===== src/common/mmd_pkg.sv =====
`default_nettype none
package mmd_pkg;
   // ----------------------------------------
   // address map, split as page and offset
   // ----------------------------------------
   localparam logic [7:0]  PAGE_NEAR = 8'h00;
   localparam logic [7:0]  PAGE_FAR1 = 8'h01;
   localparam logic [7:0]  PAGE_TOP  = 8'hff;
   localparam logic [15:0] LREG_LO   = 16'h0000;
   localparam logic [15:0] LREG_HI   = 16'h00ff;
   localparam logic [15:0] UREG_LO   = 16'h0100;
   localparam logic [15:0] UREG_HI   = 16'h03ff;
   localparam logic [15:0] INTERNAL_RAM_REDIRECT_BIT_LO   = 16'h0400;
   localparam logic [15:0] INTERNAL_RAM_REDIRECT_BIT_HI   = 16'h05ff;
   localparam logic [15:0] SFR_LO    = 16'h1f00;
   localparam logic [15:0] SFR_HI    = 16'h1fff;
   localparam logic [15:0] ROM_LO    = 16'h2000;
   localparam logic [15:0] ROM_HI    = 16'h9fff;
   // ----------------------------------------
   // one-hot target selects
   // ----------------------------------------
   localparam logic [3:0]  SEL_REG   = 4'h1;
   localparam logic [3:0]  SEL_INTERNAL_RAM_REDIRECT_BIT  = 4'h2;
   localparam logic [3:0]  SEL_IROM  = 4'h4;
   localparam logic [3:0]  SEL_EXT   = 4'h8;
   // ----------------------------------------
   // apb registers and fields
   // ----------------------------------------
   localparam logic [11:0] OFS_CFG     = 12'h000;
   localparam logic [11:0] OFS_IRAMCON = 12'h004;
   localparam logic [11:0] OFS_STAT    = 12'h008;
   localparam int          CFG_SIZE    = 0;
   localparam int          CFG_FOLD    = 1;
   localparam int          CFG_EXTPIN  = 2;
   localparam int          CFG_RUN     = 3;
   localparam int          INTERNAL_RAM_REDIRECT_BIT_REDIR  = 6;
   localparam int          STAT_CNT_LO = 8;
   localparam logic [7:0]  IRAMCON_RST = 8'h00;
   localparam logic [15:0] CNT_RST     = 16'h0000;
   localparam logic [15:0] CNT_ONE     = 16'h0001;

   typedef enum logic [1:0] {ST_HOLD = 2'b00, ST_RUN = 2'b01} mmd_state_t;

   function automatic logic mmd_in_range(input logic [15:0] ofs,
                                         input logic [15:0] lo,
                                         input logic [15:0] hi);
      mmd_in_range = (ofs >= lo) && (ofs <= hi);
   endfunction : mmd_in_range
endpackage : mmd_pkg
`default_nettype wire


===== src/common/mmd_if.sv =====
`timescale 1ns/1ps
`default_nettype none
interface mmd_if;
   logic [23:0] addr;
   logic        fetch;
   logic        size_mode;
   logic        alias_en;
   logic        ext_pin_n;
   logic        redir;
   logic [3:0]  sel;
   logic [23:0] eff_addr;
   modport route (input addr, fetch, size_mode, alias_en, ext_pin_n, redir,
                  output sel, eff_addr);
   modport core  (output addr, fetch, size_mode, alias_en, ext_pin_n, redir,
                  input sel, eff_addr);
endinterface : mmd_if
`default_nettype wire


===== src/hdl/mmd_decoder.sv =====
// Design decisions made here: the register addresses and the APB slave port.
`timescale 1ns/1ps
`default_nettype none
// What this block does
// - small mode forces fetches into page ffh
// - large mode fetches from any page
// - pin inactive sends rom window inside
// - pin low sends rom window outside
// - fold bit shows rom in page 00h
// - fold clear leaves page 00h external
// - internal ram seen in both pages
// - redirect bit sends ffh ram alias out
// - upper register ram above lower file
// - lowest 256 bytes are lower registers
// - unoccupied addresses go to external bus
// - address bit 17 on port bit 1
// - boot page ffh shows low page bits
// - size mode latched at reset release
// - registers and sfrs always internal in page 00h
module mmd_decoder
#(
   parameter int ADDR_W = 24,
   parameter int CNT_W  = 16
)
(
   // clock and reset
   input  wire logic              pclk,
   input  wire logic              presetn,
   // apb slave
   input  wire logic [11:0]       paddr,
   input  wire logic              psel,
   input  wire logic              penable,
   input  wire logic              pwrite,
   input  wire logic [31:0]       pwdata,
   output var  logic [31:0]       prdata,
   output var  logic              pready,
   output var  logic              pslverr,
   // straps and pins
   input  wire logic              memory_size_mode_bit,
   input  wire logic              rom_fold_select_bit,
   input  wire logic              external_access_pin_n,
   // core access
   input  wire logic              acc_valid,
   input  wire logic              acc_fetch,
   input  wire logic [ADDR_W-1:0] acc_addr,
   // target side
   output var  logic              tgt_valid,
   output var  logic [3:0]        tgt_sel,
   output var  logic [ADDR_W-1:0] tgt_addr,
   output var  logic [3:0]        extended_address_port
);
   // ----------------------------------------
   // elaboration checks
   // ----------------------------------------
   generate
      if (ADDR_W != 24)
      begin : g_bad_addr
         $error("address width must be 24");
      end
      if (CNT_W != 16)
      begin : g_bad_cnt
         $error("counter width must be 16");
      end
   endgenerate

   // ----------------------------------------
   // state
   // ----------------------------------------
   mmd_pkg::mmd_state_t state_reg;
   logic              size_mode_reg;
   logic              rom_alias_enable;
   logic [7:0]        internal_ram_control_reg;
   logic              internal_ram_redirect_bit;
   logic [ADDR_W-1:0] tgt_addr_reg;
   logic [3:0]        tgt_sel_reg;
   logic              tgt_valid_reg;
   logic [3:0]        port_reg;
   logic [CNT_W-1:0]  ext_cnt_reg;
   logic [CNT_W-1:0]  ext_cnt_next;
   logic [31:0]       prdata_reg;
   logic [31:0]       rd_next;
   logic              pready_reg;
   logic              pslverr_reg;
   logic              setup;
   logic              access;
   logic              mapped;

   mmd_if rt ();

   // ----------------------------------------
   // configuration capture
   // ----------------------------------------
   // straps are taken on the first edge after release, never by the reset
   // latch once, hold
   always_ff @(posedge pclk or negedge presetn)
   begin
      if (!presetn)
      begin
         state_reg        <= mmd_pkg::ST_HOLD;
         size_mode_reg    <= 1'b0;
         rom_alias_enable <= 1'b0;
      end
      else if (state_reg == mmd_pkg::ST_HOLD)
      begin
         state_reg        <= mmd_pkg::ST_RUN;
         size_mode_reg    <= memory_size_mode_bit;
         rom_alias_enable <= rom_fold_select_bit;
      end
   end

   assign internal_ram_redirect_bit = internal_ram_control_reg[mmd_pkg::INTERNAL_RAM_REDIRECT_BIT_REDIR];

   // ----------------------------------------
   // address routing
   // ----------------------------------------
   assign rt.addr      = acc_addr;
   assign rt.fetch     = acc_fetch;
   assign rt.size_mode = size_mode_reg;
   assign rt.alias_en  = rom_alias_enable;
   assign rt.ext_pin_n = external_access_pin_n;
   assign rt.redir     = internal_ram_redirect_bit;

   mmd_route u_route
   (
      .bus (rt.route)
   );

   always_ff @(posedge pclk or negedge presetn)
   begin
      if (!presetn)
      begin
         tgt_valid_reg <= 1'b0;
         tgt_sel_reg   <= 4'h0;
         tgt_addr_reg  <= 24'h000000;
      end
      else
      begin
         tgt_valid_reg <= acc_valid;
         tgt_sel_reg   <= acc_valid ? rt.sel : 4'h0;
         tgt_addr_reg  <= rt.eff_addr;
      end
   end

   // low page bits on the port
   always_ff @(posedge pclk or negedge presetn)
   begin
      if (!presetn)
         port_reg <= 4'h0;
      else if (acc_valid)
         port_reg <= rt.eff_addr[19:16];
   end

   assign tgt_valid             = tgt_valid_reg;
   assign tgt_sel               = tgt_sel_reg;
   assign tgt_addr              = tgt_addr_reg;
   assign extended_address_port = port_reg;

   // ----------------------------------------
   // external access counter
   // ----------------------------------------
   // a clear that meets a new access still counts that access
   always_comb
   begin
      ext_cnt_next = ext_cnt_reg;
      if (access && pwrite && paddr == mmd_pkg::OFS_STAT)
         ext_cnt_next = mmd_pkg::CNT_RST;
      if (tgt_valid_reg && tgt_sel_reg == mmd_pkg::SEL_EXT)
         ext_cnt_next = ext_cnt_next + mmd_pkg::CNT_ONE;
   end

   always_ff @(posedge pclk or negedge presetn)
   begin
      if (!presetn)
         ext_cnt_reg <= mmd_pkg::CNT_RST;
      else
         ext_cnt_reg <= ext_cnt_next;
   end

   // ----------------------------------------
   // apb slave
   // ----------------------------------------
   // answer fixed: pready in the first access cycle
   assign setup  = psel && !penable;
   assign access = psel && penable && pready_reg;
   assign mapped = (paddr == mmd_pkg::OFS_CFG) || (paddr == mmd_pkg::OFS_IRAMCON) ||
                   (paddr == mmd_pkg::OFS_STAT);

   always_comb
   begin
      rd_next = 32'h0000_0000;
      case (paddr)
         mmd_pkg::OFS_CFG:
         begin
            rd_next[mmd_pkg::CFG_SIZE]   = size_mode_reg;
            rd_next[mmd_pkg::CFG_FOLD]   = rom_alias_enable;
            rd_next[mmd_pkg::CFG_EXTPIN] = external_access_pin_n;
            rd_next[mmd_pkg::CFG_RUN]    = (state_reg == mmd_pkg::ST_RUN);
         end
         mmd_pkg::OFS_IRAMCON:
            rd_next[7:0] = internal_ram_control_reg;
         mmd_pkg::OFS_STAT:
         begin
            rd_next[3:0] = tgt_sel_reg;
            rd_next[mmd_pkg::STAT_CNT_LO +: 16] = ext_cnt_reg;
         end
         default:
            rd_next = 32'h0000_0000;
      endcase
   end

   always_ff @(posedge pclk or negedge presetn)
   begin
      if (!presetn)
      begin
         pready_reg  <= 1'b0;
         pslverr_reg <= 1'b0;
         prdata_reg  <= 32'h0000_0000;
      end
      else
      begin
         pready_reg  <= setup;
         pslverr_reg <= setup && !mapped;
         prdata_reg  <= (setup && !pwrite) ? rd_next : 32'h0000_0000;
      end
   end

   always_ff @(posedge pclk or negedge presetn)
   begin
      if (!presetn)
         internal_ram_control_reg <= mmd_pkg::IRAMCON_RST;
      else if (access && pwrite && paddr == mmd_pkg::OFS_IRAMCON)
         internal_ram_control_reg <= pwdata[7:0];
   end

   assign prdata  = prdata_reg;
   assign pready  = pready_reg;
   assign pslverr = pslverr_reg;

   logic [7:0]  req_pg;
   logic [15:0] req_of;
   logic        req_rom;
   logic        req_ram;
   assign req_pg  = acc_addr[23:16];
   assign req_of  = acc_addr[15:0];
   assign req_rom = mmd_pkg::mmd_in_range(req_of, mmd_pkg::ROM_LO, mmd_pkg::ROM_HI);
   assign req_ram = mmd_pkg::mmd_in_range(req_of, mmd_pkg::INTERNAL_RAM_REDIRECT_BIT_LO, mmd_pkg::INTERNAL_RAM_REDIRECT_BIT_HI);
endmodule : mmd_decoder
`default_nettype wire


===== src/hdl/mmd_route.sv =====
`timescale 1ns/1ps
`default_nettype none
module mmd_route
(
   mmd_if.route bus
);
   function automatic logic [3:0] mmd_target(input logic [23:0] a,
                                             input logic alias_en,
                                             input logic ext_pin_n,
                                             input logic redir);
      logic [7:0]  pg;
      logic [15:0] of;
      logic        rom;
      pg  = a[23:16];
      of  = a[15:0];
      rom = mmd_pkg::mmd_in_range(of, mmd_pkg::ROM_LO, mmd_pkg::ROM_HI);
      mmd_target = mmd_pkg::SEL_EXT;
      if (pg == mmd_pkg::PAGE_NEAR)
      begin
         if (mmd_pkg::mmd_in_range(of, mmd_pkg::LREG_LO, mmd_pkg::UREG_HI) ||
             mmd_pkg::mmd_in_range(of, mmd_pkg::SFR_LO, mmd_pkg::SFR_HI))
            mmd_target = mmd_pkg::SEL_REG;
         else if (mmd_pkg::mmd_in_range(of, mmd_pkg::INTERNAL_RAM_REDIRECT_BIT_LO, mmd_pkg::INTERNAL_RAM_REDIRECT_BIT_HI))
            mmd_target = mmd_pkg::SEL_INTERNAL_RAM_REDIRECT_BIT;
         else if (rom && alias_en && ext_pin_n)
            mmd_target = mmd_pkg::SEL_IROM;
      end
      else if (pg == mmd_pkg::PAGE_TOP)
      begin
         if (mmd_pkg::mmd_in_range(of, mmd_pkg::INTERNAL_RAM_REDIRECT_BIT_LO, mmd_pkg::INTERNAL_RAM_REDIRECT_BIT_HI))
            mmd_target = redir ? mmd_pkg::SEL_EXT : mmd_pkg::SEL_INTERNAL_RAM_REDIRECT_BIT;
         else if (rom && ext_pin_n)
            mmd_target = mmd_pkg::SEL_IROM;
      end
   endfunction : mmd_target

   always_comb
   begin
      bus.eff_addr = (bus.fetch && bus.size_mode) ? {mmd_pkg::PAGE_TOP, bus.addr[15:0]}
                                                   : bus.addr;
      bus.sel = mmd_target(bus.eff_addr, bus.alias_en, bus.ext_pin_n, bus.redir);
   end
endmodule : mmd_route
`default_nettype wire


===== config.mk =====
export PLATFORM = sky130hd
export DESIGN_NAME = mmd_decoder
export DESIGN_NICKNAME = d
export VERILOG_FILES = /design/src/common/mmd_pkg.sv /design/src/common/mmd_if.sv /design/src/hdl/mmd_decoder.sv /design/src/hdl/mmd_route.sv
export SDC_FILE = /design/constraint.sdc
export NUM_CORES = 1
export LEC_CHECK = 0
export BUFFER_PORTS_ARGS = -buffer_cell sky130_fd_sc_hd__buf_2
export CORE_UTILIZATION = 47
export DETAILED_ROUTE_END_ITERATION = 8
export PLACE_DENSITY_LB_ADDON = 0.05
export SYNTH_ARGS = -nofsm -noshare
export SYNTH_HDL_FRONTEND = slang
export SYNTH_SLANG_ARGS = --single-unit
export TNS_END_PERCENT = 1

===== constraint.sdc =====
create_clock -name pclk -period 3.35 [get_ports pclk]
set_input_delay 0.1675 -clock pclk [delete_from_list [all_inputs] [get_ports pclk]]
set_output_delay 0.1675 -clock pclk [all_outputs]
set_load 0.1 [all_outputs]

After elaboration in Yosys (flattened, before gate mapping)

Index checks and enable logic that the tools add are counted.

$add $sub $neg: 1
$lt $le $gt $ge: 8
Eq/ne operators: 4
Multiplexer cells: 16
Reductions and logical operators: 26

Operator list:

| kind                                                   | number |
|---|---|
| 2-to-1 mux 16 bit                                      | 3 |
| 2-to-1 mux 24 bit                                      | 2 |
| 2-to-1 mux 4 bit                                       | 10 |
| logical AND 1 bit                                      | 17 |
| adder 16 x 1 -> 16 bit (second input constant)         | 1 |
| >= comparator 16 x 1 -> 1 bit (second input constant)  | 1 |
| >= comparator 16 x 11 -> 1 bit (second input constant) | 1 |
| >= comparator 16 x 13 -> 1 bit (second input constant) | 1 |
| >= comparator 16 x 14 -> 1 bit (second input constant) | 1 |
| <= comparator 16 x 10 -> 1 bit (second input constant) | 1 |
| <= comparator 16 x 11 -> 1 bit (second input constant) | 1 |
| <= comparator 16 x 13 -> 1 bit (second input constant) | 1 |
| <= comparator 16 bit (second input constant)           | 1 |
| == test 12 x 3 -> 1 bit (second input constant)        | 1 |
| == test 12 x 4 -> 1 bit (second input constant)        | 1 |
| zero test 12 bit                                       | 1 |
| one-hot mux 4 bit (3 select lines)                     | 1 |
| == test 8 bit (second input constant)                  | 1 |
| zero test 8 bit                                        | 1 |
| == test 4 bit (second input constant)                  | 1 |
| zero test 1 bit                                        | 3 |
| logical OR 1 bit                                       | 3 |
| zero test 2 bit                                        | 1 |

Register bits: 86
Logic and storage cells: 67

Longest topological paths before layout

Gate-level depths: netlist (run 1).

Depth in word-level cells: 11
Gate-level depth with buffers: 11

By module

From an unflattened synthesis (run 1), not the netlist that was laid out.

Cells, all modules: 289
Area total of the unflattened synthesis: 3,588.4 µm²

Modules (own cells, without submodules):

| module      | instances | cells each | area an instance (µm²) | sequential area each (µm²) |
|---|---|---|---|---|
| mmd_decoder | 1         | 239        | 3,198.1                | 2,152.1 |
| mmd_route   | 1         | 50         | 390.4                  | 0.0 |

Worst setup path after synthesis (run 1)

OpenSTA, ideal clock, no wires.

Path kind: reg-to-reg
Start: reg pready_reg, in the netlist pready
End: reg ext_cnt_reg[14]
Setup time: 78 ps
Arrival time: 2,814 ps
Required time: 3,272 ps
Path slack: 458 ps
Stages on the path, launching flop included: 11
Clock period less this slack: 2,892 ps
Cells stage by stage: dfrtp_1 > and4_1 > nand3_1 > nor2_1 > clkbuf_1 > nor2_1 > ha_1 > inv_1 > or4_1 > or4_1 > a21oi_1

Longest elaborated chain between the ends: 6

Ends and longest elaborated chain:

| what                                | line               | text |
|---|---|---|
| start: declaration                  | mmd_decoder.sv:82  | `logic pready_reg;` |
| start signal: assignment            | mmd_decoder.sv:221 | `pready_reg <= setup;` |
| logical AND 1 bit (*)               | mmd_decoder.sv:184 | `assign access = psel && penable && pready_reg;` |
| logical AND 1 bit (*) (2 in series) | mmd_decoder.sv:165 | `if (access && pwrite && paddr == mmd_pkg::OFS_STAT)` |
| 2-to-1 mux 16 bit (*)               | mmd_decoder.sv:165 |  |
| adder 16 x 1 -> 16 bit              | mmd_decoder.sv:168 | `ext_cnt_next = ext_cnt_next + mmd_pkg::CNT_ONE;` |
| 2-to-1 mux 16 bit (*)               | mmd_decoder.sv:167 | `if (tgt_valid_reg && tgt_sel_reg == mmd_pkg::SEL_EXT)` |
| via ext_cnt_next[14]                | mmd_decoder.sv:79  | `logic [CNT_W-1:0] ext_cnt_next;` |
| end signal: assignment              | mmd_decoder.sv:174 | `ext_cnt_reg <= mmd_pkg::CNT_RST;` |
| end signal: assignment              | mmd_decoder.sv:176 | `ext_cnt_reg <= ext_cnt_next;` |
| end: declaration                    | mmd_decoder.sv:78  | `logic [CNT_W-1:0] ext_cnt_reg;` |

Mark *: on every way through the listed nets, which the timed path passes. The rest lies on a longest branch.
A chain may end at the register's enable or synchronous reset.

Final worst setup path (run 1)

Start: in penable
End: reg ext_cnt_reg[12]

Longest elaborated chain between the ends: 7

Ends and longest elaborated chain:

| what                                | line               | text |
|---|---|---|
| start: declaration                  | mmd_decoder.sv:32  | `input wire logic penable,` |
| logical AND 1 bit (*) (2 in series) | mmd_decoder.sv:184 |  |
| logical AND 1 bit (*) (2 in series) | mmd_decoder.sv:165 |  |
| 2-to-1 mux 16 bit (*)               | mmd_decoder.sv:165 |  |
| adder 16 x 1 -> 16 bit              | mmd_decoder.sv:168 |  |
| 2-to-1 mux 16 bit (*)               | mmd_decoder.sv:167 |  |
| via ext_cnt_next[12]                | mmd_decoder.sv:79  |  |

Marked as above.

==> impl_results.md, run 1 <==
* Asr flop ratio synth at 1.000
* Final Hold Fails at 13
* Most common cell after layout, fill and taps aside: buf_2
* Ys flop type: dfrtp_1
* Worst-margin pin slew at 1.051 ns
* Crit path kind: input pin to flip-flop
* Cells after Synth at 283
* Pins Over Slew Limit at 0
* Hold Path Class: input pin to async pin
* # setup viols final at 0
* Fmax at 0.3804 GHz
* Post-DRT Antenna Nets at 0
* Std-Cell Core Area at 6869 sq um
* Maximum clock insertion buffer count at 2
* DRC Markers at 0
* CTS sink cnt at 86
* Commonest non-fill, non-tap cells in the layout: buf_2, dfrtp_1, nor2_1
* All-layer global routing usage at 0.2001
* CP endpoint kind: flip-flop
* Crit path time final at 2.629 ns
* Crit start category: input pin
* Post-CTS Resized at 0
* Final clock skew at 0.009384 ns
* Final net count at 498
* Vias at 2561
* Period utilisation layout at 0.7848
* Status: finished with violations
* Yosys warns at 0
* Die Area at 7531 sq um
* Post-Synthesis Cell Area at 3378 sq um
* CTS tree: yes
* Clock tree root buffer cell: clkbuf_8
* Global-route wire length before repair at 11530 microns
* Static leakage at 2.144 nW
* Fill count at 568
* FF+latch count, synth at 86
* Crit path DAT at 2.91 ns
* Failing checks: negative hold slack
* Layout cells sized above 1 at 0.3467
* Drt first pass iters at 4
* Initial core utilization at 0.4918
* Placer Congestion at 0.8057
* Cts bufs inserted at 9
* Clock transition at path regs at 0.09 ns
* Sequential fraction of the synthesis area at 0.6370
* Unrepaired setup endpoints after global routing: no
* Initial drt markers at 134
* Remaining Overflow, GRT at 0
* Ant. Diodes at 0
* Worst vdd ir at 0.0003318 V
* Wirelength per Cell at 13.61 microns
* PortBufs at 112
* Setup_tns at 0 ns
* Cell Rows at 30
* Synth unique cells at 36
* Max Cap Viol at 0
* Largest net degree at the start of global routing at 87
* Critical path peak fanout at 15
* Initial antenna violation count at 0
* Die X at 86.78 microns
* Syn_area_per_cell at 11.94 sq um
* Number of global-route vias before repair at 2581
* Multi-input gate area at 1130 sq um
* Worst slew margin at 0.2991
* I/O pin count at 145
* Worst path required time at 3.63 ns
* WL final at 7079 microns
* Die height at 86.78 microns
* Sequential standard cell area at 2152 sq um
* Layout area overhead at 30.93%
* Max H-tree Level at 3
* R2R setup slack at 0.89 ns
* Post-synth EDFFs at 0
* Clock Latency Late Sink at 0.35 ns
* Power per cell area at 555.4 nW/um^2
* Worst hold slack at -0.02924 ns
* Dpl hpwl at 4898 microns
* Vias per inst at 4.925
critical path, stage by stage:
cell           delay [ns]
dlygate4sd3_1        0.54
buf_2                0.14
and4_1               0.22
nand3_1              0.09
nor2_1               0.04
buf_4                0.19
nor2_1               0.10
ha_1                 0.19
inv_1                0.04
or4_1                0.59
or4_1                0.43
a21oi_1              0.16
cells in the mapped netlist (all sizes together) (8+ instances only):
cell / instances / share of area
nand4: 8 / 0.015
a21oi: 10 / 0.015
buf: 10 / 0.021
nand2b: 8 / 0.015
mux2: 16 / 0.053
inv: 9 / 0.010
dfrtp: 86 / 0.64
and2: 17 / 0.031
nor2: 19 / 0.021
nand2: 11 / 0.012
nand3: 11 / 0.016
nor3: 13 / 0.019
metal layers:
metal  global-route usage  up-vias  wire [microns]
met1               0.2394     1214            3049
met2               0.3407       93            3447
met5                    0        -               0
met4              0.08485        0             111
li1                     -     1246               -
met3              0.05333        8             470
what timing repair did:
item	4_1_cts	5_1_grt
hold endpoints to repair	17	0
buffers inserted	0	0
hold buffers	17	0
cell type report:
cell class | instances | share of cell area
sequential | 86 | 0.4866
timing repair buffer | 133 | 0.1726
multi-input combinational | 180 | 0.2554
inverter | 9 | 0.007638
tap | 96 | 0.02716
clock inverter | 5 | 0.01867
clock buffer | 11 | 0.03197
stage by stage:
stage	worst slack, ns	total power [mW]	util	area [sq um]	cells
CTS	0.7286	2.479	0.6439	4423	520
detailed placement	0.8751	1.662	0.5865	4029	487
global route	0.6064	2.566	0.6439	4423	520
floorplan	0.4575	1.537	-	3405	290
finish	0.7210	2.457	0.6439	4423	520
global placement	0.9308	1.655	0.5865	4029	487
worst paths after layout:
kind                                              from                          end  cells after the start
max                                            penable              ext_cnt_reg[12]                     12
min                                            presetn                   prdata[23]                      1
max reg2reg                                     pready              ext_cnt_reg[12]                     10
min reg2reg                internal_ram_control_reg[4]                    prdata[4]                      1
max in group asynchronous                      presetn  internal_ram_control_reg[7]                      1
min in group pclk                            acc_valid                    tgt_valid                      1
cells by family (layout without fill, tap and decap cells):
logic type      count (synthesis)  count (layout)  share of synthesized area
buf+inv                        24             158                    0.03630
fa+ha+maj                       1               1                   0.003703
other cells                     2               9                   0.002223
mux                            16              16                    0.05333
simple gates                  114             114                     0.1885
xor+xnor                        9               9                    0.02333
compound gates                 31              31                    0.05556
flops                          86              86                     0.6370
report_power, final:
group	internal, mW	switching (mW)
Combinational	0.123	0.366
Clock	0.442	0.361
Sequential	1.10	0.0603
Total	1.67	0.787
Note: power is estimated with default switching activity, not from simulation.
==> run 2: changes to the inputs <==
==> constraint.sdc (replaced) <==
create_clock -name pclk -period 2.6 [get_ports pclk]
set_input_delay 0.13 -clock pclk [delete_from_list [all_inputs] [get_ports pclk]]
set_output_delay 0.13 -clock pclk [all_outputs]
set_load 0.1 [all_outputs]
==> run 2 against run 1 <==
The run now ends clean. Sequential power is 29% higher. Critical path depth fell by 4. First-iteration DRC count fell by 30%. Wire length up 0.51%. Setup slack worse by 0.52 ns. Clock power up 5.5%. Via count is 1.2% higher. Worst hold slack better by 0.046 ns. Largest cell class unchanged. Largest power group unchanged.
==> impl_results.md, run 2 (same netlist as run 1, synthesis figures left out) <==
* Status: complete, no violations
* Crit path time final at 2.398 ns
* Number of global-route vias before repair at 2537 (-1.7%)
* Largest net degree at the start of global routing at 58 (-33%)
* Die X at 86.78 microns (unchanged)
* Hold Path Class: input pin to flip-flop
* Fmax at 0.4170 GHz
* Final net count at 505 (+1.4%)
* WL final at 7115 microns (+0.51%)
* R2R setup slack at 0.20 ns (-0.69 ns)
* Die Area at 7531 sq um (unchanged)
* DRC Markers at 0 (unchanged)
* Clock tree root buffer cell: clkbuf_8
* Slowest CP cell: or4_4
* Critical path, cell by cell: and4_1 -> nand4_1 -> and2_1 -> ha_2 -> inv_1 -> or4_4 -> or4_1 -> a21oi_1
* Area after DPL at 4056 sq um (+0.68%)
* Global-route wire length before repair at 11790 microns (+2.2%)
* # setup viols final at 0 (unchanged)
* PortBufs at 112 (unchanged)
* Pins Over Slew Limit at 0 (unchanged)
* Commonest non-fill, non-tap cells in the layout: buf_2, dfrtp_1, dlygate4sd3_1
* Cts bufs inserted at 9 (unchanged)
* Crit path kind: flip-flop to flip-flop
* Layout Cell Area excl Fill at 4462 sq um (+0.88%)
* Initial drt markers at 94 (-30%)
* Final Core Density at 0.6495 (+0.005647)
* Fill count at 555 (-2.3%)
* # Post-CTS Setup Buffers at 0 (unchanged)
* CTS tree: yes
* Crit start category: flip-flop
* Dpl hpwl at 5001 microns (+2.1%)
* Slowest stage delay, CP at 0.54 ns (-0.05 ns)
* Vias per inst at 4.920 (about the same)
* Reg-to-Reg End: ext_cnt_reg[14]
* I/O pin count at 145 (unchanged)
* Final clock skew at 0.007450 ns (-0.001934 ns)
* Vias at 2593 (+1.2%)
* Buffers & Inverters on Critical Path at 1 (-3)
* Initial core utilization at 0.4918 (unchanged)
* Unrepaired setup endpoints after global routing: no
* Clock Latency Late Sink at 0.34 ns (about the same)
* Die height at 86.78 microns (unchanged)
* Ant. Diodes at 0 (unchanged)
* Max H-tree Level at 3 (unchanged)
* All-layer global routing usage at 0.2042 (+0.004088)
* CP endpoint kind: flip-flop
* Cell Rows at 30 (unchanged)
* Hold Crit Depth at 2
* Worst vdd ir at 0.0004217 V (+27%)
* Worst path required time at 2.86 ns (-0.77 ns)
* CTS sink cnt at 86 (unchanged)
* Crit path DAT at 2.66 ns (-0.25 ns)
* Max Cap Viol at 0 (unchanged)
* Drt first pass iters at 4 (unchanged)
* Std-Cell Core Area at 6869 sq um (unchanged)
* Top delay family on crit path: simple AND/OR/NAND/NOR gates
* Final Hold Fails at 0 (-13)
* Hold Crit Start: pwdata[6]
* Initial antenna violation count at 0 (unchanged)
* Most common cell after layout, fill and taps aside: buf_2
* Clock transition at path regs at 0.08 ns (about the same)
* Period utilisation layout at 0.9224
* Worst slew margin at 0.5378 (+0.2388)
* Reg2reg path depth at 8 (-2)
* Critical path peak fanout at 4 (-11)
* Wirelength per Cell at 13.50 microns (-0.83%)
* Endpoint, Worst Hold: internal_ram_control_reg[6]
* Total power at 2.995 mW (+22%)
* Post-DRT Antenna Nets at 0 (unchanged)
* Layout area overhead at 32.07%
* Worst flop-to-flop path startpoint: pready
* Placer Congestion at 0.7891 (-2.1%)
* Maximum clock insertion buffer count at 2 (unchanged)
* Power per cell area at 671.3 nW/um^2 (+21%)
* Worst-margin pin slew at 0.6933 ns (-0.3581 ns)
* Static leakage at 2.150 nW (+0.31%)
* Layout cells sized above 1 at 0.3573 (+0.01061)
* Remaining Overflow, GRT at 0 (unchanged)
## run 2: final cells by class
cell class | count | area, sq um | area share
Clock buffer | 11 | 151.4 | 0.03393
Clock inverter | 5 | 33.78 | 0.007572
Inverter | 9 | 33.78 | 0.007572
Multi-Input combinational cell | 180 | 1139 | 0.2552
Sequential cell | 86 | 2156 | 0.4832
Tap cell | 96 | 120.1 | 0.02692
Timing Repair Buffer | 140 | 828.3 | 0.1856
## run 2: worst register-to-register path, cell delays in order (launching register included)
cell and delay (ns):
dfrtp_4 0.47, and4_1 0.21, nand4_1 0.12, and2_1 0.18, ha_2 0.20, inv_1 0.04
or4_4 0.54, or4_1 0.41, a21oi_1 0.16
## run 2: stage by stage
| step | setup TNS (ns) | setup WS [ns] | hold WS, ns | cells |
|---|---|---|---|---|
| 4_1_cts | 0 | 0.2106 | 0.001803 | 526 |
| 3_3_place_gp | 0 | 0.2669 | 0.2282 | 489 |
| 2_1_floorplan | -0.008527 | -0.008127 | -0.1656 | 290 |
| 3_5_place_dp | 0 | 0.2440 | 0.2271 | 489 |
| 5_1_grt | 0 | 0.07709 | 0.009824 | 527 |
| 6_report | 0 | 0.2018 | 0.01645 | 527 |
## run 2: worst max path at each step
stage                       to  cells past startpoint    from
6_report       ext_cnt_reg[14]                      8  pready
3_5_place_dp   ext_cnt_reg[14]                      8  pready
4_1_cts        ext_cnt_reg[14]                      8  pready
3_3_place_gp   ext_cnt_reg[14]                      8  pready
2_1_floorplan  ext_cnt_reg[14]                     10  pready
5_1_grt        ext_cnt_reg[14]                      9  pready
## run 2: timing repair
item / in CTS / in global routing
hold endpoints to repair: 75 / 1
hold buffers: 21 / 1
resized for setup: 0 / 0
## run 2: where the power goes
group | internal [mW] | switching, mW
combinational | 0.169 | 0.475
clock | 0.397 | 0.450
sequential | 1.42 | 0.0803
total | 1.99 | 1.01
## run 2: metal layers
| layer | GRT usage | share of wire | vias to the layer above |
|---|---|---|---|
| met1 | 0.2586 | 0.44 | 1221 |
| met3 | 0.04952 | 0.063 | 12 |
| li1 | - | - | 1264 |
| met4 | 0.07273 | 0.014 | 0 |
| met2 | 0.3414 | 0.48 | 96 |
| met5 | 0 | 0 | - |
